File: config.mk
export PLATFORM = sky130hd
export DESIGN_NAME = packet_sink_fifo_read_port
export DESIGN_NICKNAME = d
export VERILOG_FILES = /design/src/core/sink_fifo_pkg.sv /design/src/core/skid_pair.sv /design/src/core/packet_sink_fifo_read_port.sv
export SDC_FILE = /design/constraint.sdc
export NUM_CORES = 1
export LEC_CHECK = 0
export BUFFER_PORTS_ARGS = -buffer_cell sky130_fd_sc_hd__buf_2
export CAP_MARGIN = 20
export CORE_ASPECT_RATIO = 1.5
export CORE_MARGIN = 4
export CORE_UTILIZATION = 65
export DETAILED_ROUTE_END_ITERATION = 10
export GPL_TIMING_DRIVEN = 0
export PLACE_DENSITY = 0.83
export SLEW_MARGIN = 20
export SYNTH_ARGS = -nofsm -noshare
export SYNTH_HDL_FRONTEND = slang
export SYNTH_SLANG_ARGS = --single-unit
File: constraint.sdc
create_clock -name core_clk_in -period 15 [get_ports core_clk_in]
set_clock_uncertainty 0.2 [all_clocks]
set_input_delay 2.25 -clock core_clk_in [delete_from_list [all_inputs] [get_ports core_clk_in]]
set_output_delay 2.25 -clock core_clk_in [all_outputs]
set_load 0.01 [all_outputs]
File: src/core/sink_fifo_pkg.sv
//------------------------------------------------------------
// constants and notes
//------------------------------------------------------------
package sink_fifo_pkg;
   localparam int WORD_W = 32;
   localparam int BYTES_W = 2;
   localparam int CHAN_W = 8;
   localparam int DEPTH = 16;
   localparam int PTR_W = 4;
   localparam int CNT_W = 5;
   localparam logic [CNT_W-1:0] FULL_WARN_THRESHOLD = 5'h0c;
   localparam logic [CNT_W-1:0] FIFO_CAPACITY = 5'h10;
   localparam logic [CNT_W-1:0] ONE_WORD = 5'h01;
   // flag positions inside a stored entry
   localparam int F_START = 0;
   localparam int F_END = 1;
   localparam int F_ABORT = 2;
   localparam int F_BURST = 3;
   localparam int F_SPAR = 4;
   localparam int F_EPAR = 5;
   localparam int F_ORPHAN = 6;
   localparam int FLAG_W = 7;
   localparam int BYTES_LSB = FLAG_W;
   localparam int CHAN_LSB = BYTES_LSB + BYTES_W;
   localparam int WORD_LSB = CHAN_LSB + CHAN_W;
   localparam int ENTRY_W = WORD_LSB + WORD_W;
   localparam int SKID_DEPTH = 2;
endpackage

File: src/core/skid_pair.sv
`timescale 1ns/1ns
// two-entry buffer, valid/ready on both sides
module skid_pair #(
   parameter int WIDTH = 8
) (
   input wire logic core_clk_in,
   input wire logic sys_rst_in,
   input wire logic in_valid_in,
   output logic in_ready_out,
   input wire logic [WIDTH-1:0] in_data_in,
   output logic out_valid_out,
   input wire logic out_ready_in,
   output logic [WIDTH-1:0] out_data_out
);
   logic [WIDTH-1:0] slot0_q, slot1_q;
   logic [1:0] cnt_q;
   logic [1:0] cnt_d;
   logic push, pop;

   assign push = in_valid_in && in_ready_out;
   assign pop = out_valid_out && out_ready_in;
   assign out_valid_out = (cnt_q != 2'h0);
   assign out_data_out = slot0_q;

   // occupancy
   always_comb begin
      cnt_d = cnt_q;
      if (push && !pop) begin
         cnt_d = cnt_q + 2'h1;
      end else if (pop && !push) begin
         cnt_d = cnt_q - 2'h1;
      end
   end

   always_ff @(posedge core_clk_in) begin
      if (sys_rst_in) begin
         cnt_q <= 2'h0;
         in_ready_out <= 1'b1;
      end else begin
         cnt_q <= cnt_d;
         in_ready_out <= (cnt_d != 2'h2);
      end
   end

   // slot shifting: head in slot0
   always_ff @(posedge core_clk_in) begin
      if (pop) begin
         slot0_q <= (cnt_q == 2'h2) ? slot1_q : in_data_in;
         if (push && cnt_q == 2'h2) begin
            slot1_q <= in_data_in;
         end
      end else if (push) begin
         if (cnt_q == 2'h0) begin
            slot0_q <= in_data_in;
         end else begin
            slot1_q <= in_data_in;
         end
      end
   end
endmodule

File: src/core/packet_sink_fifo_read_port.sv
`timescale 1ns/1ns
// receive fifo with its user read port
module packet_sink_fifo_read_port
   import sink_fifo_pkg::*;
(
   input wire logic core_clk_in,
   input wire logic sys_rst_in,
   // write side from the line receiver
   input wire logic wr_valid_in,
   output logic wr_ready_out,
   input wire logic [WORD_W-1:0] wr_word_in,
   input wire logic [CHAN_W-1:0] wr_channel_in,
   input wire logic [BYTES_W-1:0] wr_bytes_in,
   input wire logic wr_start_in,
   input wire logic wr_end_in,
   input wire logic wr_abort_in,
   input wire logic wr_burst_err_in,
   input wire logic wr_start_par_err_in,
   input wire logic wr_end_par_err_in,
   input wire logic wr_payload_ctrl_in,
   // user read port
   input wire logic read_request_n_in,
   output logic [WORD_W-1:0] read_word_out,
   output logic [CHAN_W-1:0] channel_number_out,
   output logic [BYTES_W-1:0] valid_byte_count_out,
   output logic fifo_start_flag_out,
   output logic fifo_end_flag_out,
   output logic fifo_abort_flag_out,
   output logic end_parity_error_out,
   output logic start_parity_error_out,
   output logic burst_termination_error_out,
   output logic orphan_data_error_out,
   output logic read_word_valid_out,
   output logic fifo_empty_n_out,
   output logic fifo_nearly_empty_n_out,
   output logic nearly_full_n_out,
   output logic fifo_overrun_n_out
);
   //------------------------------------------------------------
   // write side shaping
   //------------------------------------------------------------
   logic have_ctrl_q;
   logic orphan_w, closes_w;
   logic [ENTRY_W-1:0] entry_w, b_data;
   logic b_valid, b_ready, skid_ready;
   logic push_w, pop_w, overrun_q;
   logic [CNT_W-1:0] count_q, count_d;
   logic [PTR_W-1:0] wr_ptr_q, rd_ptr_q;
   logic [ENTRY_W-1:0] mem [0:DEPTH-1];
   logic [ENTRY_W-1:0] head_w;

   // a word closes a packet or a burst
   assign closes_w = wr_end_in || wr_burst_err_in;
   // data with no payload control word in front
   assign orphan_w = !have_ctrl_q && !wr_payload_ctrl_in;

   // pack one entry; framing cleaned on the way in
   always_comb begin
      entry_w = '0;
      entry_w[WORD_LSB +: WORD_W] = wr_word_in;
      entry_w[CHAN_LSB +: CHAN_W] = wr_channel_in;
      entry_w[BYTES_LSB +: BYTES_W] = wr_bytes_in;
      entry_w[F_START] = wr_start_in;
      entry_w[F_END] = wr_end_in && !wr_burst_err_in;
      entry_w[F_ABORT] = wr_abort_in && wr_end_in && !wr_burst_err_in;
      entry_w[F_BURST] = wr_burst_err_in;
      entry_w[F_SPAR] = wr_start_par_err_in && closes_w;
      entry_w[F_EPAR] = wr_end_par_err_in && closes_w;
      entry_w[F_ORPHAN] = orphan_w;
   end

   // payload control tracking, held across the packet
   always_ff @(posedge core_clk_in) begin
      if (sys_rst_in) begin
         have_ctrl_q <= 1'b0;
      end else if (wr_valid_in && wr_ready_out) begin
         have_ctrl_q <= (have_ctrl_q || wr_payload_ctrl_in) && !closes_w;
      end
   end

   // overrun: source wrote while refused
   always_ff @(posedge core_clk_in) begin
      if (sys_rst_in) begin
         overrun_q <= 1'b0;
      end else if (wr_valid_in && !wr_ready_out) begin
         overrun_q <= 1'b1;
      end
   end

   always_ff @(posedge core_clk_in) begin
      if (sys_rst_in) begin
         fifo_overrun_n_out <= 1'b1;
      end else begin
         fifo_overrun_n_out <= !(overrun_q || (wr_valid_in && !wr_ready_out));
      end
   end

   // skid buffer stalls the receiver; only after an overrun are its words dropped
   skid_pair #(.WIDTH(ENTRY_W)) u_skid (
      .core_clk_in(core_clk_in),
      .sys_rst_in(sys_rst_in),
      .in_valid_in(wr_valid_in),
      .in_ready_out(skid_ready),
      .in_data_in(entry_w),
      .out_valid_out(b_valid),
      .out_ready_in(b_ready),
      .out_data_out(b_data)
   );
   assign wr_ready_out = skid_ready;

   //------------------------------------------------------------
   // storage
   //------------------------------------------------------------
   // in overrun the buffer drains into nothing
   assign b_ready = (count_q != FIFO_CAPACITY) || overrun_q;
   assign push_w = b_valid && (count_q != FIFO_CAPACITY) && !overrun_q;
   assign pop_w = !read_request_n_in && (count_q != '0);

   // occupancy after this edge
   always_comb begin
      count_d = count_q;
      if (push_w && !pop_w) begin
         count_d = count_q + ONE_WORD;
      end else if (pop_w && !push_w) begin
         count_d = count_q - ONE_WORD;
      end
   end

   always_ff @(posedge core_clk_in) begin
      if (sys_rst_in) begin
         count_q <= '0;
         wr_ptr_q <= '0;
         rd_ptr_q <= '0;
      end else begin
         count_q <= count_d;
         if (push_w) begin
            wr_ptr_q <= wr_ptr_q + 4'h1;
         end
         if (pop_w) begin
            rd_ptr_q <= rd_ptr_q + 4'h1;
         end
      end
   end

   always_ff @(posedge core_clk_in) begin
      if (push_w) begin
         mem[wr_ptr_q] <= b_data;
      end
   end

   // head entry, the one source of the popped word, channel, byte count and flags
   assign head_w = mem[rd_ptr_q];

   //------------------------------------------------------------
   // read port outputs
   //------------------------------------------------------------
   // popped word and its status, valid for one cycle
   always_ff @(posedge core_clk_in) begin
      if (sys_rst_in) begin
         read_word_valid_out <= 1'b0;
         read_word_out <= '0;
         channel_number_out <= '0;
         valid_byte_count_out <= '0;
         fifo_start_flag_out <= 1'b0;
         fifo_end_flag_out <= 1'b0;
         fifo_abort_flag_out <= 1'b0;
         burst_termination_error_out <= 1'b0;
         start_parity_error_out <= 1'b0;
         end_parity_error_out <= 1'b0;
         orphan_data_error_out <= 1'b0;
      end else begin
         read_word_valid_out <= pop_w;
         if (pop_w) begin
            read_word_out <= head_w[WORD_LSB +: WORD_W];
            channel_number_out <= head_w[CHAN_LSB +: CHAN_W];
            valid_byte_count_out <= head_w[BYTES_LSB +: BYTES_W];
            fifo_start_flag_out <= head_w[F_START];
            fifo_end_flag_out <= head_w[F_END];
            fifo_abort_flag_out <= head_w[F_ABORT];
            burst_termination_error_out <= head_w[F_BURST];
            start_parity_error_out <= head_w[F_SPAR];
            end_parity_error_out <= head_w[F_EPAR];
            orphan_data_error_out <= head_w[F_ORPHAN];
         end else begin
            fifo_start_flag_out <= 1'b0;
            fifo_end_flag_out <= 1'b0;
            fifo_abort_flag_out <= 1'b0;
            burst_termination_error_out <= 1'b0;
            start_parity_error_out <= 1'b0;
            end_parity_error_out <= 1'b0;
            orphan_data_error_out <= 1'b0;
         end
      end
   end

   // level indications follow the new occupancy
   always_ff @(posedge core_clk_in) begin
      if (sys_rst_in) begin
         fifo_empty_n_out <= 1'b0;
         fifo_nearly_empty_n_out <= 1'b0;
         nearly_full_n_out <= 1'b1;
      end else begin
         fifo_empty_n_out <= (count_d != '0);
         fifo_nearly_empty_n_out <= (count_d > ONE_WORD);
         nearly_full_n_out <= (count_d < FULL_WARN_THRESHOLD);
      end
   end
endmodule

==> metrics.txt <==
Synth top area share=74.1%; share of cells above drive strength 1=30.3%; CP endpoint kind=register; Slew @ Worst Pin=1.21 ns; power per standard cell area=177 nW/µm²; Die ar.=58900 µm²; hold path startpoint=read_word_out[20]; drt drc=0; switching pwr=2010 µW; Worst setup SP type=primary input; worst hold stages=1; Starting Density=65.6%; antenna violations before repair=0; worst reg2reg path endpoint=u_skid.out_data_out[41]; FF-to-FF path depth=9; Post-Syn Area=35700 µm²; First DRT Iteration DRCs=2979; HPWL after detailed placement=54.5 mm; sequential element share of the synthesized area=78.4%; hold path endpoint=read_word_out[20]; post-route setup slack=10.94 ns; CP Data Arrival Time=4.41 ns; Top FF cell, synth=edfxtp_1; Core ar.=54500 µm²; H-tree lvl count=3; critical path class=primary input to register; IO Port Bufs=107; Synth Instances=1617; Synth area leader=edfxtp_1; pre-CTS setup slack=10.48 ns; largest net degree at the start of global routing=33; dpl cell area=38400 µm²; Lkg Pwr=0.0133 µW; final setup vio count=0; combinational cell fraction of total power=17.7%; Final Net Count=1937; Via-to-Cell Ratio=7.11; status=complete, no violations; Post-CTS Resized=0; period utilization=27.1%; wire per inst=35.2 µm; # diodes=0; max_cap viols=0; global-route wire length before repair=134 mm; io pins=108; top area cells in the synthesized netlist=edfxtp_1, mux4_2, dfxtp_1; CP Max Fanout=10; Seq. cell area=28000 µm²; clock root buffer=clkbuf_16; area of the multi-input gates=7390 µm²; final wirelength=92.5 mm; post-route cell area=40900 µm²; WP data required=15.35 ns; worst rel slew slack=19.2%; drt pass-1 iters=5; busiest grt layer=met2; post-route ant nets=0; die span in y=295 µm; syn nets=1679; Post-synth ARST share=0%; # clock sinks=958; routing usage on met3=5.67%; minimum clock period=4.06 ns; vias in the first global route=19300; Area Growth Syn to Fin=14.5%; Setup TNS Final=0 ns; met2 GRT Util=53.9%; Die X=199 µm; unrepaired setup endpoints after global routing=false; Worst VDD drop=0.170 mV; Worst R2R Start=count_q[0]; cts bufs inserted=81; RePlAce Congestion=0.777; vias=18700; GRT overflow=0; later-pin clock latency in the skew report=0.63 ns; row cnt=105; Sw Ratio=27.8%; Final Hold Fails=0; number of synthesized flops with an enable pin=882; number of max-slew violations in the final report=0; Hold Path Class=register to register; setup repair bufs after CTS=0; Fmax=246 MHz; CTS tree=done; Overall Global Routing Usage=32.3%; hold_buf cts=0; fillers=2591; flops & latches, synth=958; synth warn=0; Int Pwr=5220 µW; Distinct cells, synth=47; CTS Buffer Depth=3; Clock power frac=28.8%; Flop pwr share=53.5%; hold slack=0.274 ns; met1 global-route usage=43.5%; Reg clk slew, reported paths=0.07 ns; Worst R2R Setup Slack=11.35 ns; syn avg cell area=22.1 µm²
==> layer usage <==
layer	part of all wire, %	up-vias
met5	0	-
met4	4.6	0
met3	11	303
met2	52	1663
met1	33	9570
li1	-	7171
==> synth_stat cells, types with 2 or more instances <==
cell / count
nor2b_1: 11
a31oi_1: 2
buf_2: 11
and2_1: 3
o21ai_0: 4
buf_1: 3
buf_4: 4
a22o_1: 42
nor3_1: 7
maj3_1: 2
clkbuf_1: 50
or3_1: 3
xnor2_1: 6
edfxtp_1: 882
nand2b_1: 3
buf_6: 13
nor2_1: 32
nand4_1: 3
xor2_1: 4
a21oi_1: 5
inv_1: 9
ha_1: 9
mux4_2: 238
nand2_1: 148
a211oi_1: 16
mux2_2: 3
dfxtp_1: 76
mux2i_1: 9
==> power by group through the flow <==
stage	Combinational (µW)	Sequential (µW)	Clock, µW
6_report	1280	3860	2080
5_1_grt	1340	3910	2200
4_1_cts	1280	3860	2080
3_5_place_dp	1250	3900	0
3_3_place_gp	1130	3870	0
2_1_floorplan	759	3810	0
==> cell families after synthesis <==
kind of cell	count (synthesis)	share of synthesized area (%)
buffers and inverters	91	1.31
AND/OR/NAND/NOR	218	2.59
flip-flops	958	78.4
adder cells (fa/ha/maj)	11	0.371
multiplexers	251	15.4
XOR/XNOR	10	0.245
AO/OA/AOI/OAI	78	1.74
==> cell type report <==
type / instances / share of cell area [%]
Sequential cell: 958 / 68.4
Multi-Input combinational cell: 568 / 18.1
Clock buffer: 109 / 5.45
Timing Repair Buffer: 175 / 4.05
Tap cell: 695 / 2.12
Buffer: 81 / 1.06
Clock inverter: 34 / 0.737
Inverter: 10 / 0.0917
==> stage by stage <==
stage / instances / total power, µW / utilization, %
4_1_cts: 2630 / 7210 / 75.1
3_5_place_dp: 2487 / 5140 / 70.4
3_3_place_gp: 2419 / 5010 / 68.1
6_report: 2630 / 7230 / 75.1
2_1_floorplan: 1617 / 4570 / -
5_1_grt: 2630 / 7450 / 75.1
==> state kept, by name, indices dropped and copies added, names as in the netlist, 2 cells and up, named ones only <==
name and flops:
read_word_out 32, mem 784, u_skid.cnt_q 2, u_skid.slot1_q 49, u_skid.out_data_out 49, valid_byte_count_out 2, rd_ptr_q 4, count_q 5
wr_ptr_q 4, channel_number_out 8
==> worst max-delay path, stage by stage <==
cell and delay [ns]:
buf_2 0.16, nor2_1 0.17, nor2_1 0.97, clkbuf_1 0.58
a22o_1 0.27
==> how the worst max path moves through the flow <==
stage	start	endpoint	slack, ns	depth (start not counted)
floorplan	wr_valid_in	u_skid.slot1_q[0]	8.55	2
global placement	wr_valid_in	u_skid.slot1_q[35]	5.54	3
detailed placement	read_request_n_in	read_word_out[9]	10.48	5
CTS	read_request_n_in	read_word_out[13]	11.05	5
global route	read_request_n_in	read_word_out[4]	10.97	5
finish	read_request_n_in	read_word_out[4]	10.94	5
==> layout by cell type (no fill, tap or decap), types with 6 or more instances in the layout <==
cell type    n
inv_1        9
nor2b_1     11
mux4_2     238
buf_2      118
clkbuf_1    64
clkbuf_8    10
buf_16      22
mux2i_1      9
xnor2_1      6
buf_6       19
a211oi_1    16
nand2_1    148
clkinv_2    15
clkbuf_16   81
buf_4       32
a22o_1      42
clkinv_1     9
nor2_1      20
edfxtp_1   882
ha_1         9
dfxtp_1     76
nor2_4      12
buf_12      12
Note: power is estimated with default switching activity, not from simulation.
